File: config.mk
export PLATFORM = sky130hd
export DESIGN_NAME = swl_cfg
export DESIGN_NICKNAME = d
export VERILOG_FILES = /design/src/verilog/swl_cfg_pkg.sv /design/src/verilog/swl_cfg.sv
export VERILOG_INCLUDE_DIRS = /design/src /design/src/verilog
export SDC_FILE = /design/constraint.sdc
export NUM_CORES = 1
export LEC_CHECK = 0
export BUFFER_PORTS_ARGS = -buffer_cell sky130_fd_sc_hd__buf_4
export CORE_MARGIN = 5
export CORE_UTILIZATION = 55
export CTS_BUF_LIST = sky130_fd_sc_hd__clkbuf_2 sky130_fd_sc_hd__clkbuf_4 sky130_fd_sc_hd__clkbuf_8
export DETAILED_ROUTE_END_ITERATION = 6
export PLACE_DENSITY = 0.79
export SYNTH_ARGS = -nofsm -noshare
export SYNTH_HDL_FRONTEND = slang
export SYNTH_SLANG_ARGS = --single-unit
File: constraint.sdc
create_clock -name sys_clk_in -period 20.6 [get_ports sys_clk_in]
set_input_delay 2.06 -clock sys_clk_in [delete_from_list [all_inputs] [get_ports sys_clk_in]]
set_output_delay 2.06 -clock sys_clk_in [all_outputs]
set_load 0.01 [all_outputs]
File: src/verilog/swl_cfg_defines.svh
// Register indices, field positions and reset values of the switch link configuration block.
`ifndef SWL_CFG_DEFINES_SVH
`define SWL_CFG_DEFINES_SVH

// ----------------------------------------------------------------------------
// Register word indices (byte address is four times the index)
// ----------------------------------------------------------------------------
`define SWL_IDX_W 8
`define SWL_IDX_DBG0 8'h10
`define SWL_IDX_DBG1 8'h11
`define SWL_IDX_ORIGIN 8'h1f
`define SWL_IDX_LSTAT 8'h20
`define SWL_IDX_PSTAT 8'h40
`define SWL_IDX_LCFG 8'h80
`define SWL_IDX_FWD 8'ha0
`define SWL_GROUP_LEN 8'h08

// ----------------------------------------------------------------------------
// Debug line fields
// ----------------------------------------------------------------------------
`define SWL_DBG_REQ_EN 1
`define SWL_DBG_DRIVE_EN 0
`define SWL_ORIG_PIN 4
`define SWL_ORIG_CORE1 1
`define SWL_ORIG_CORE0 0

// ----------------------------------------------------------------------------
// Link status fields
// ----------------------------------------------------------------------------
`define SWL_ST_KIND 25:24
`define SWL_ST_DEST 23:16
`define SWL_ST_DIR 11:8
`define SWL_ST_NET 5:4
`define SWL_ST_JUNK 2
`define SWL_ST_DST_USE 1
`define SWL_ST_SRC_USE 0

// ----------------------------------------------------------------------------
// External link setup fields
// ----------------------------------------------------------------------------
`define SWL_CF_EN 31
`define SWL_CF_WIDE 30
`define SWL_CF_ERR 27
`define SWL_CF_ISSUED 26
`define SWL_CF_CREDIT 25
`define SWL_CF_CREDIT_REQUEST_TOKEN 24
`define SWL_CF_RXRST 23
`define SWL_CF_SYMGAP 21:11
`define SWL_CF_TOKGAP 10:0
`define SWL_GAP_W 11
`define SWL_IDLE_MAX 12'hfff

// ----------------------------------------------------------------------------
// Fixed forwarding fields
// ----------------------------------------------------------------------------
`define SWL_FW_EN 31
`define SWL_FW_PROC 8
`define SWL_FW_CHAN 4:0

`endif

File: src/verilog/swl_cfg_pkg.sv
// Types shared by the switch link configuration block.
`default_nettype none
package swl_cfg_pkg;
	// Register group selected by an APB address.
	typedef enum logic [2:0] {
		RG_NONE,
		RG_DBG0,
		RG_DBG1,
		RG_ORIGIN,
		RG_LSTAT,
		RG_PSTAT,
		RG_LCFG,
		RG_FWD
	} swl_region_t;
endpackage
`default_nettype wire

File: src/verilog/swl_cfg.sv
// Switch link debug, status and configuration registers behind an APB slave.
//
// Functional notes
// - Per tile, bit 1 lets the shared halt line request debug of that core.
// - Per tile, bit 0 lets the core halted flag drive the shared halt line.
// - Halt origin record bit 4 marks the external debug pin as last source.
// - Halt origin record bits 1 and 0 mark core 1 and core 0 as source.
// - Link status bits 25:24 give source-target kind: switch, processor, control, undefined.
// - While a link is in use, bits 23:16 give its destination link number.
// - External links hold a writable four-bit direction field, reset zero.
// - Every link holds a writable two-bit network field, reset zero.
// - Read-only bit 2 shows the current packet is junk and discarded.
// - Bit 1 shows destination side in use, bit 0 source side in use.
// - Processor link status words match external ones but lack the direction field.
// - Setup bit 31 enables or disables the external link and its pin muxing.
// - Setup bit 30 picks two-wire (0) or five-wire (1) mode; both ends agree.
// - Read-only bit 27 shows receive overflow or an illegally encoded token.
// - Bit 26 shows credit issued, bit 25 credit held; no send without credit.
// - Writing one to bit 24 clears local credit and sends a credit request token.
// - Writing one to bit 23 resets the receiver to expect a token start.
// - At least symbol gap plus one idle cycles separate symbols within a token.
// - At least token gap plus one idle cycles separate consecutive tokens.
// - Fixed forwarding sends all received traffic to one channel end, reset disabled.
// - Fixed forwarding bit 8 picks the processor, bits 4:0 the channel end.
// - The eight forwarding words serve links C, D, A, B, G, H, E, F in order.
//
// Implementation choice: register access over APB.
`include "swl_cfg_defines.svh"
`timescale 1ns/1ps
`default_nettype none

module swl_cfg #(
	parameter int NLINK = 8
) (
	input wire logic sys_clk_in,
	input wire logic sys_rst_in,
	// APB slave.
	input wire logic psel_in,
	input wire logic penable_in,
	input wire logic pwrite_in,
	input wire logic [11:0] paddr_in,
	input wire logic [31:0] pwdata_in,
	output logic [31:0] prdata_out,
	output logic pready_out,
	output logic pslverr_out,
	// Debug line.
	input wire logic ext_halt_pin_n_in,
	input wire logic [1:0] core_halted_flag_in,
	output logic shared_halt_line_out,
	output logic [1:0] core_debug_req_out,
	// Switch link status from the routing fabric.
	input wire logic [NLINK-1:0][1:0] link_kind_in,
	input wire logic [NLINK-1:0][7:0] link_dest_in,
	input wire logic [NLINK-1:0] link_junk_in,
	input wire logic [NLINK-1:0] link_dst_use_in,
	input wire logic [NLINK-1:0] link_src_use_in,
	output logic [NLINK-1:0][3:0] link_dir_out,
	output logic [NLINK-1:0][1:0] link_net_out,
	// Processor link status from the routing fabric.
	input wire logic [NLINK-1:0][1:0] processor_link_kind_in,
	input wire logic [NLINK-1:0][7:0] processor_link_dest_in,
	input wire logic [NLINK-1:0] processor_link_junk_in,
	input wire logic [NLINK-1:0] processor_link_dst_use_in,
	input wire logic [NLINK-1:0] processor_link_src_use_in,
	output logic [NLINK-1:0][1:0] processor_link_net_out,
	// External link ends.
	input wire logic [NLINK-1:0] rx_error_in,
	input wire logic [NLINK-1:0] credit_issued_in,
	input wire logic [NLINK-1:0] credit_rx_in,
	input wire logic [NLINK-1:0] tx_symbol_in,
	input wire logic [NLINK-1:0] tx_token_end_in,
	output logic [NLINK-1:0] link_enable_out,
	output logic [NLINK-1:0] link_wide_out,
	output logic [NLINK-1:0] credit_request_token_out,
	output logic [NLINK-1:0] rx_reset_out,
	output logic [NLINK-1:0] tx_ready_out,
	// Fixed forwarding, indexed by link number.
	output logic [NLINK-1:0] fwd_enable_out,
	output logic [NLINK-1:0] fwd_proc_out,
	output logic [NLINK-1:0][4:0] fwd_chan_out
);

	// ------------------------------------------------------------------------
	// Functions
	// ------------------------------------------------------------------------

	// Returns the register group that a word index falls in.
	function automatic swl_cfg_pkg::swl_region_t region_of(input logic [`SWL_IDX_W-1:0] idx);
		region_of = swl_cfg_pkg::RG_NONE;
		if (idx == `SWL_IDX_DBG0) begin
			region_of = swl_cfg_pkg::RG_DBG0;
		end else if (idx == `SWL_IDX_DBG1) begin
			region_of = swl_cfg_pkg::RG_DBG1;
		end else if (idx == `SWL_IDX_ORIGIN) begin
			region_of = swl_cfg_pkg::RG_ORIGIN;
		end else if (idx >= `SWL_IDX_LSTAT && idx < `SWL_IDX_LSTAT + `SWL_GROUP_LEN) begin
			region_of = swl_cfg_pkg::RG_LSTAT;
		end else if (idx >= `SWL_IDX_PSTAT && idx < `SWL_IDX_PSTAT + `SWL_GROUP_LEN) begin
			region_of = swl_cfg_pkg::RG_PSTAT;
		end else if (idx >= `SWL_IDX_LCFG && idx < `SWL_IDX_LCFG + `SWL_GROUP_LEN) begin
			region_of = swl_cfg_pkg::RG_LCFG;
		end else if (idx >= `SWL_IDX_FWD && idx < `SWL_IDX_FWD + `SWL_GROUP_LEN) begin
			region_of = swl_cfg_pkg::RG_FWD;
		end
	endfunction

	// Maps a forwarding word slot to the link it serves: C, D, A, B, G, H, E, F.
	// The mapping is its own inverse, so it also finds the slot of a link.
	function automatic logic [2:0] fwd_link_of(input logic [2:0] slot);
		fwd_link_of = {slot[2], ~slot[1], slot[0]};
	endfunction

	// Builds a status word shared by both link kinds.
	function automatic logic [31:0] status_word(input logic [1:0] kind, input logic [7:0] dest,
			input logic junk, input logic duse, input logic suse, input logic [1:0] net);
		status_word = 32'h0000_0000;
		status_word[`SWL_ST_KIND] = kind;
		status_word[`SWL_ST_DEST] = (duse | suse) ? dest : 8'h00;
		status_word[`SWL_ST_NET] = net;
		status_word[`SWL_ST_JUNK] = junk;
		status_word[`SWL_ST_DST_USE] = duse;
		status_word[`SWL_ST_SRC_USE] = suse;
	endfunction

	// ------------------------------------------------------------------------
	// APB decode
	// ------------------------------------------------------------------------
	logic [`SWL_IDX_W-1:0] idx;
	logic [2:0] sub;
	logic mapped;
	swl_cfg_pkg::swl_region_t region;
	logic wr_acc;
	logic [31:0] rd_mux;
	logic [1:0] dbg_cfg_r [2];
	logic [4:0] origin_r;
	logic [NLINK-1:0] err_r;
	logic [NLINK-1:0] issued_r;
	logic [NLINK-1:0] credit_r;
	logic [`SWL_GAP_W-1:0] symgap_r [NLINK];
	logic [`SWL_GAP_W-1:0] tokgap_r [NLINK];

	// Word index and the link offset within a replicated group.
	assign idx = paddr_in[`SWL_IDX_W+1:2];
	assign sub = idx[2:0];
	assign region = region_of(idx);
	assign mapped = (region != swl_cfg_pkg::RG_NONE) && (paddr_in[11:`SWL_IDX_W+2] == 2'h0);
	// A write lands only at the edge where the master sees pready high.
	assign wr_acc = psel_in & penable_in & pready_out & pwrite_in & mapped;

	// Read data multiplexer; reserved and write-only bits read as zero.
	always_comb begin
		rd_mux = 32'h0000_0000;
		case (region)
			swl_cfg_pkg::RG_DBG0: begin
				rd_mux[1:0] = dbg_cfg_r[0];
			end
			swl_cfg_pkg::RG_DBG1: begin
				rd_mux[1:0] = dbg_cfg_r[1];
			end
			swl_cfg_pkg::RG_ORIGIN: begin
				rd_mux[4:0] = origin_r;
			end
			swl_cfg_pkg::RG_LSTAT: begin
				rd_mux = status_word(link_kind_in[sub], link_dest_in[sub], link_junk_in[sub],
					link_dst_use_in[sub], link_src_use_in[sub], link_net_out[sub]);
				rd_mux[`SWL_ST_DIR] = link_dir_out[sub];
			end
			swl_cfg_pkg::RG_PSTAT: begin
				rd_mux = status_word(processor_link_kind_in[sub], processor_link_dest_in[sub], processor_link_junk_in[sub],
					processor_link_dst_use_in[sub], processor_link_src_use_in[sub], processor_link_net_out[sub]);
			end
			swl_cfg_pkg::RG_LCFG: begin
				rd_mux[`SWL_CF_EN] = link_enable_out[sub];
				rd_mux[`SWL_CF_WIDE] = link_wide_out[sub];
				rd_mux[`SWL_CF_ERR] = err_r[sub];
				rd_mux[`SWL_CF_ISSUED] = issued_r[sub];
				rd_mux[`SWL_CF_CREDIT] = credit_r[sub];
				rd_mux[`SWL_CF_SYMGAP] = symgap_r[sub];
				rd_mux[`SWL_CF_TOKGAP] = tokgap_r[sub];
			end
			swl_cfg_pkg::RG_FWD: begin
				rd_mux[`SWL_FW_EN] = fwd_enable_out[fwd_link_of(sub)];
				rd_mux[`SWL_FW_PROC] = fwd_proc_out[fwd_link_of(sub)];
				rd_mux[`SWL_FW_CHAN] = fwd_chan_out[fwd_link_of(sub)];
			end
			default: begin
				rd_mux = 32'h0000_0000;
			end
		endcase
	end

	// One wait state: pready rises in the second access cycle, with data and error.
	always_ff @(posedge sys_clk_in or posedge sys_rst_in) begin
		if (sys_rst_in) begin
			pready_out <= 1'b0;
			prdata_out <= 32'h0000_0000;
			pslverr_out <= 1'b0;
		end else if (psel_in & penable_in & ~pready_out) begin
			pready_out <= 1'b1;
			prdata_out <= pwrite_in ? 32'h0000_0000 : rd_mux;
			pslverr_out <= ~mapped;
		end else begin
			pready_out <= 1'b0;
			prdata_out <= 32'h0000_0000;
			pslverr_out <= 1'b0;
		end
	end

	// ------------------------------------------------------------------------
	// Shared halt line
	// ------------------------------------------------------------------------
	logic [2:0] pin_sync_r;
	logic pin_halt_r;
	logic [1:0] core_drive;
	logic halt_nxt;
	logic halt_rise;

	// External debug pin: three flip-flops, a change counts when stages two and three agree.
	always_ff @(posedge sys_clk_in or posedge sys_rst_in) begin
		if (sys_rst_in) begin
			pin_sync_r <= 3'h7;
			pin_halt_r <= 1'b0;
		end else begin
			pin_sync_r <= {pin_sync_r[1:0], ext_halt_pin_n_in};
			if (pin_sync_r[1] == pin_sync_r[2]) begin
				pin_halt_r <= ~pin_sync_r[2];
			end
		end
	end

	// Each halted core drives the line only when its tile allows it.
	assign core_drive[0] = core_halted_flag_in[0] & dbg_cfg_r[0][`SWL_DBG_DRIVE_EN];
	assign core_drive[1] = core_halted_flag_in[1] & dbg_cfg_r[1][`SWL_DBG_DRIVE_EN];
	assign halt_nxt = pin_halt_r | core_drive[0] | core_drive[1];
	assign halt_rise = halt_nxt & ~shared_halt_line_out;

	// Line and per-core debug requests, registered.
	always_ff @(posedge sys_clk_in or posedge sys_rst_in) begin
		if (sys_rst_in) begin
			shared_halt_line_out <= 1'b0;
			core_debug_req_out <= 2'h0;
		end else begin
			shared_halt_line_out <= halt_nxt;
			core_debug_req_out[0] <= halt_nxt & dbg_cfg_r[0][`SWL_DBG_REQ_EN];
			core_debug_req_out[1] <= halt_nxt & dbg_cfg_r[1][`SWL_DBG_REQ_EN];
		end
	end

	// Tile debug line controls, reset to zero.
	always_ff @(posedge sys_clk_in or posedge sys_rst_in) begin
		if (sys_rst_in) begin
			dbg_cfg_r[0] <= 2'h0;
			dbg_cfg_r[1] <= 2'h0;
		end else if (wr_acc && region == swl_cfg_pkg::RG_DBG0) begin
			dbg_cfg_r[0] <= pwdata_in[1:0];
		end else if (wr_acc && region == swl_cfg_pkg::RG_DBG1) begin
			dbg_cfg_r[1] <= pwdata_in[1:0];
		end
	end

	// Origin record: a new halt event overrides a software write in the same cycle.
	always_ff @(posedge sys_clk_in or posedge sys_rst_in) begin
		if (sys_rst_in) begin
			origin_r <= 5'h00;
		end else if (halt_rise) begin
			origin_r <= 5'h00;
			origin_r[`SWL_ORIG_PIN] <= pin_halt_r;
			origin_r[`SWL_ORIG_CORE1] <= core_drive[1];
			origin_r[`SWL_ORIG_CORE0] <= core_drive[0];
		end else if (wr_acc && region == swl_cfg_pkg::RG_ORIGIN) begin
			origin_r <= {pwdata_in[`SWL_ORIG_PIN], 2'h0, pwdata_in[`SWL_ORIG_CORE1], pwdata_in[`SWL_ORIG_CORE0]};
		end
	end

	// ------------------------------------------------------------------------
	// Per-link registers
	// ------------------------------------------------------------------------
	logic [11:0] idle_r [NLINK];
	logic [NLINK-1:0] tok_end_r;
	logic [NLINK-1:0] credit_request_token_wr;
	logic [NLINK-1:0] rxrst_wr;
	logic [NLINK-1:0] credit_nxt;
	logic [NLINK-1:0] enable_nxt;
	logic [11:0] idle_nxt [NLINK];
	logic [11:0] need [NLINK];

	// Write-one command strobes and next-state terms per external link.
	always_comb begin
		for (int i = 0; i < NLINK; i++) begin
			credit_request_token_wr[i] = wr_acc && region == swl_cfg_pkg::RG_LCFG && sub == 3'(i) && pwdata_in[`SWL_CF_CREDIT_REQUEST_TOKEN];
			rxrst_wr[i] = wr_acc && region == swl_cfg_pkg::RG_LCFG && sub == 3'(i) && pwdata_in[`SWL_CF_RXRST];
			enable_nxt[i] = (wr_acc && region == swl_cfg_pkg::RG_LCFG && sub == 3'(i)) ?
				pwdata_in[`SWL_CF_EN] : link_enable_out[i];
			// Arriving credit wins over a clear in the same cycle.
			credit_nxt[i] = credit_rx_in[i] | (credit_r[i] & ~credit_request_token_wr[i]);
			idle_nxt[i] = tx_symbol_in[i] ? 12'h000 :
				(idle_r[i] == `SWL_IDLE_MAX ? idle_r[i] : idle_r[i] + 12'h001);
			need[i] = {1'b0, ((tx_symbol_in[i] ? tx_token_end_in[i] : tok_end_r[i]) ?
				tokgap_r[i] : symgap_r[i])};
		end
	end

	// Direction and network fields, writable, reset zero, driven out directly.
	always_ff @(posedge sys_clk_in or posedge sys_rst_in) begin
		if (sys_rst_in) begin
			link_dir_out <= '0;
			link_net_out <= '0;
			processor_link_net_out <= '0;
		end else if (wr_acc && region == swl_cfg_pkg::RG_LSTAT) begin
			link_dir_out[sub] <= pwdata_in[`SWL_ST_DIR];
			link_net_out[sub] <= pwdata_in[`SWL_ST_NET];
		end else if (wr_acc && region == swl_cfg_pkg::RG_PSTAT) begin
			processor_link_net_out[sub] <= pwdata_in[`SWL_ST_NET];
		end
	end

	// Link enable, width and spacing fields.
	always_ff @(posedge sys_clk_in or posedge sys_rst_in) begin
		if (sys_rst_in) begin
			link_enable_out <= '0;
			link_wide_out <= '0;
			for (int i = 0; i < NLINK; i++) begin
				symgap_r[i] <= 11'h000;
				tokgap_r[i] <= 11'h000;
			end
		end else begin
			link_enable_out <= enable_nxt;
			if (wr_acc && region == swl_cfg_pkg::RG_LCFG) begin
				link_wide_out[sub] <= pwdata_in[`SWL_CF_WIDE];
				symgap_r[sub] <= pwdata_in[`SWL_CF_SYMGAP];
				tokgap_r[sub] <= pwdata_in[`SWL_CF_TOKGAP];
			end
		end
	end

	// Credit, error and command pulses; an event beats a clear in the same cycle.
	always_ff @(posedge sys_clk_in or posedge sys_rst_in) begin
		if (sys_rst_in) begin
			err_r <= '0;
			issued_r <= '0;
			credit_r <= '0;
			credit_request_token_out <= '0;
			rx_reset_out <= '0;
		end else begin
			credit_r <= credit_nxt;
			credit_request_token_out <= credit_request_token_wr;
			rx_reset_out <= rxrst_wr;
			for (int i = 0; i < NLINK; i++) begin
				err_r[i] <= rx_error_in[i] | (err_r[i] & ~rxrst_wr[i]);
				issued_r[i] <= credit_issued_in[i] | (issued_r[i] & ~rxrst_wr[i]);
			end
		end
	end

	// Transmit spacing: idle cycles since the last symbol must exceed the gap field.
	always_ff @(posedge sys_clk_in or posedge sys_rst_in) begin
		if (sys_rst_in) begin
			tx_ready_out <= '0;
			tok_end_r <= '0;
			for (int i = 0; i < NLINK; i++) begin
				idle_r[i] <= `SWL_IDLE_MAX;
			end
		end else begin
			for (int i = 0; i < NLINK; i++) begin
				idle_r[i] <= idle_nxt[i];
				if (tx_symbol_in[i]) begin
					tok_end_r[i] <= tx_token_end_in[i];
				end
				// No sending without credit or while disabled.
				tx_ready_out[i] <= enable_nxt[i] & credit_nxt[i] & (idle_nxt[i] > need[i]);
			end
		end
	end

	// ------------------------------------------------------------------------
	// Fixed forwarding
	// ------------------------------------------------------------------------

	// Forwarding fields, held by link number through the slot order, reset disabled.
	always_ff @(posedge sys_clk_in or posedge sys_rst_in) begin
		if (sys_rst_in) begin
			fwd_enable_out <= '0;
			fwd_proc_out <= '0;
			fwd_chan_out <= '0;
		end else if (wr_acc && region == swl_cfg_pkg::RG_FWD) begin
			fwd_enable_out[fwd_link_of(sub)] <= pwdata_in[`SWL_FW_EN];
			fwd_proc_out[fwd_link_of(sub)] <= pwdata_in[`SWL_FW_PROC];
			fwd_chan_out[fwd_link_of(sub)] <= pwdata_in[`SWL_FW_CHAN];
		end
	end

endmodule // swl_cfg
`default_nettype wire

==> flow_summary.json <==
{
  "wirelength_mm": 96.31,
  "combPwrFrac": 0.092,
  "die_y_um": 233.9,
  "cts.path.max_buffers": 3,
  "min_period_ns": 4.958,
  "clock-sinks": 510,
  "worstSkewPairLatency_ns": 0.68,
  "synthXorXnorAreaFrac": 0.01778,
  "ys_seq_elements": 510,
  "period_share": 0.2407,
  "tns_ns": 0,
  "wl_met3_mm": 10.60,
  "max_freq_mhz": 201.7,
  "cts_tree": "done",
  "dpl.hpwl_mm": 71.58,
  "routedWlPerCell_um": 25.83,
  "ant_nets": 0,
  "ir_worst_vdd_v": 0.00005242,
  "synth_compound_area_frac": 0.06102,
  "fillCellCount": 3679,
  "finalSetupViolCount": 0,
  "path_class": "in2reg",
  "finalClockSkew_ns": 0.03400,
  "maxSlewHeadroom": 0.2090,
  "drt_first_pass_iters": 6,
  "post_cts_buffers": 0,
  "drive_gt1_frac": 0.3675,
  "syn_area_um2": 27580,
  "grt_use_total": 0.3443,
  "synth_top_family_by_area": "multiplexers",
  "synthAdderAreaFrac": 0.04355,
  "p_leak_nw": 16.46,
  "swShare": 0.2456,
  "cap_violations": 0,
  "hold_path.class": "reg2reg",
  "routed-wl-met2_mm": 43.83,
  "grt_overflow": 0,
  "power_density_nw_per_um2": 66.49,
  "rsz0062_at_grt": "no",
  "dieArea_um2": 54720,
  "area_delta_synth_final_pct": 22.66,
  "place_ws_ns": 15.06,
  "port_buffers": 486,
  "core_area_um2": 49860,
  "grt_pass1_vias": 23403,
  "tightest_slew_ns": 1.187,
  "synthMuxAreaShare": 0.2327,
  "hold_buffers": 0,
  "cp-start-kind": "input pin",
  "internal_power_mw": 1.697,
  "dieWidth_um": 233.9,
  "vias_per_cell": 6.229,
  "syn_avg_cell_area_um2": 11.05,
  "outcome": "finished, final reports clean",
  "synthFlopType": "dfrtp_1",
  "drt-met1-wl_mm": 37.23,
  "top_layer": "met5",
  "synth-simple-area-share": 0.1515,
  "synth_seq_area_share": 0.4672,
  "report.final.slew_viol_count": 0,
  "antenna_found_initial": 12,
  "synth_edf_count": 0,
  "critPathMaxFanout": 37,
  "clk_pin_slew_ns": 0.07,
  "ys_async_sr_fraction": 1.000,
  "drt_first_iter_violations": 2257,
  "numCtsBuffers": 86,
  "floorplan.initialDensity": 0.5531,
  "holdWs_ns": 0.3586,
  "yosysWarnings": 0,
  "post-route-util": 0.6785,
  "routabilityCongestion": 0.9297,
  "syn_inst": 2497,
  "rows": 82,
  "drc": 0,
  "hold_viol_final": 0,
  "nNetsFinal": 3372,
  "synth_cell_types": 68,
  "required_ns": 21.14,
  "power_frac_clock": 0.454,
  "grt_max_degree": 179,
  "clock-root-buffer": "clkbuf_8",
  "pin_count": 497,
  "cts_resized": 0,
  "worstSetupEndpointType": "register",
  "pwr-share-seq": 0.454,
  "htreeDepth": 3,
  "fin_ws_ns": 15.64,
  "vias": 23222,
  "grt_pass1_wl_mm": 143.0,
  "p_sw_mw": 0.5525,
  "crit_arrival_ns": 5.49
}
-- placed cells by master (no fill, tap or decap), drive strengths merged, types with 6 or more instances in the layout --
| master | count |
|---|---|
| nand2 | 557 |
| buf | 519 |
| dfrtp | 411 |
| mux2 | 190 |
| mux2i | 148 |
| clkbuf | 143 |
| nor2 | 130 |
| mux4 | 124 |
| dfstp | 99 |
| ha | 96 |
| a21oi | 67 |
| nand3 | 64 |
| nor3 | 52 |
| inv | 45 |
| nand4 | 42 |
| xor2 | 39 |
| o21ai | 36 |
| a21o | 30 |
| and2 | 25 |
| a211oi | 23 |
| xnor2 | 17 |
| nand2b | 15 |
| a31oi | 13 |
| and3 | 13 |
| clkinv | 13 |
| o22ai | 12 |
| nor2b | 10 |
| and4 | 10 |
| a221oi | 8 |
| o21a | 8 |
| nor3b | 7 |
| a211o | 7 |
| o211ai | 7 |
| o221ai | 7 |
| diode | 6 |
| or3 | 6 |
-- per-stage QoR --
| step | instance area (um^2) | cells | total power [mW] |
|---|---|---|---|
| 6_report | 33830 | 3728 | 2.250 |
| 5_1_grt | 33820 | 3725 | 2.318 |
| 4_1_cts | 33820 | 3722 | 2.255 |
| 3_5_place_dp | 31840 | 3560 | 1.242 |
| 3_3_place_gp | 31840 | 3560 | 1.236 |
| 2_1_floorplan | 27580 | 2498 | 1.150 |
-- cells in the mapped netlist (5+ instances only) --
master    count  share of area
nand2_1     557          0.076
dfrtp_1     411           0.37
mux2_2      189          0.077
mux2i_1     148          0.054
mux4_2      124           0.10
nor2_1      122          0.017
dfstp_2      99          0.094
ha_1         96          0.044
clkbuf_1     74          0.010
a21oi_1      67          0.012
nand3_1      64          0.012
nor3_1       49         0.0089
inv_1        43         0.0059
nand4_1      42         0.0095
buf_2        40         0.0073
xor2_1       39          0.012
o21ai_0      36         0.0065
a21o_1       30         0.0082
and2_1       24         0.0054
a211oi_1     23         0.0063
xnor2_1      17         0.0054
nand2b_1     15         0.0034
a31oi_1      13         0.0029
and3_1       13         0.0029
buf_1        12         0.0016
o22ai_1      12         0.0027
and4_1       10         0.0032
nor2b_1      10         0.0023
a221oi_1      8         0.0025
nor2_2        8         0.0018
o21a_1        8         0.0022
a211o_1       7         0.0022
nor3b_1       7         0.0019
o211ai_1      7         0.0019
o221ai_1      7         0.0022
or3_1         6         0.0014
nand3b_1      5         0.0014
o211a_1       5         0.0018
o22a_1        5         0.0016
-- power by group through the flow --
| stage | Clock [mW] | Combinational (mW) | Sequential [mW] |
|---|---|---|---|
| after detailed placement | 0 | 0.204 | 1.04 |
| after global routing | 1.08 | 0.221 | 1.02 |
| final | 1.02 | 0.206 | 1.02 |
| after floorplan | 0 | 0.113 | 1.04 |
| after global placement | 0 | 0.199 | 1.04 |
| after CTS | 1.03 | 0.205 | 1.02 |
-- worst max-delay path, stage by stage --
cell	delay (ns)
buf_4	0.23
inv_2	0.63
buf_4	0.67
nand3_1	0.58
nor3_4	0.28
buf_4	0.42
mux2_2	0.40
and3_1	0.14
-- layout make-up --
type | count | area, um^2 | share of cell area
clock buffer | 142 | 1760 | 0.05204
timing repair buffer | 520 | 3926 | 0.1161
antenna | 6 | 15.01 | 0.0004438
sequential | 510 | 12890 | 0.3809
inverter | 44 | 172.7 | 0.005104
multi-input combinational | 1814 | 14020 | 0.4143
tap | 672 | 840.8 | 0.02485
clock inverter | 20 | 212.7 | 0.006287
-- flip-flops by register name, indices dropped and copies added, names as in the netlist, 16 cells and up --
signal	count
symgap_r	88
prdata_out	30
fwd_chan_out	40
idle_r	96
tokgap_r	88
link_net_out	16
link_dir_out	32
processor_link_net_out	16
-- worst paths after layout --
check                              startpoint              end  slack, ns  cells after the start
worst min register to register  pin_sync_r[0]    pin_sync_r[1]       0.36                      0
min in group asynchronous          sys_rst_in  tx_ready_out[7]       1.53                      2
worst min-delay path            pin_sync_r[0]    pin_sync_r[1]       0.36                      0
worst max-delay path              paddr_in[4]  tx_ready_out[0]      15.64                      8
worst max register to register     idle_r[60]  tx_ready_out[2]      16.81                     13
max in group asynchronous          sys_rst_in   prdata_out[16]      17.44                      3
-- routing by layer --
| metal | global-route usage | vias up |
|---|---|---|
| met5 | 0 | - |
| met4 | 0.1420 | 14 |
| met3 | 0.1068 | 257 |
| met2 | 0.5247 | 1395 |
| met1 | 0.4638 | 11639 |
| li1 | - | 9917 |
-- logic make-up (layout without fill, tap and decap cells) --
group | count (synthesis) | count (layout)
and+or+nand+nor | 946 | 946
xor gates and xnor gates | 56 | 56
other | 1 | 8
buffers and inverters | 174 | 726
adders and majority gates | 96 | 96
DFF | 510 | 510
muxes | 462 | 462
AOI/OAI and AO/OA | 252 | 252
(Power assumes the default switching activity.)
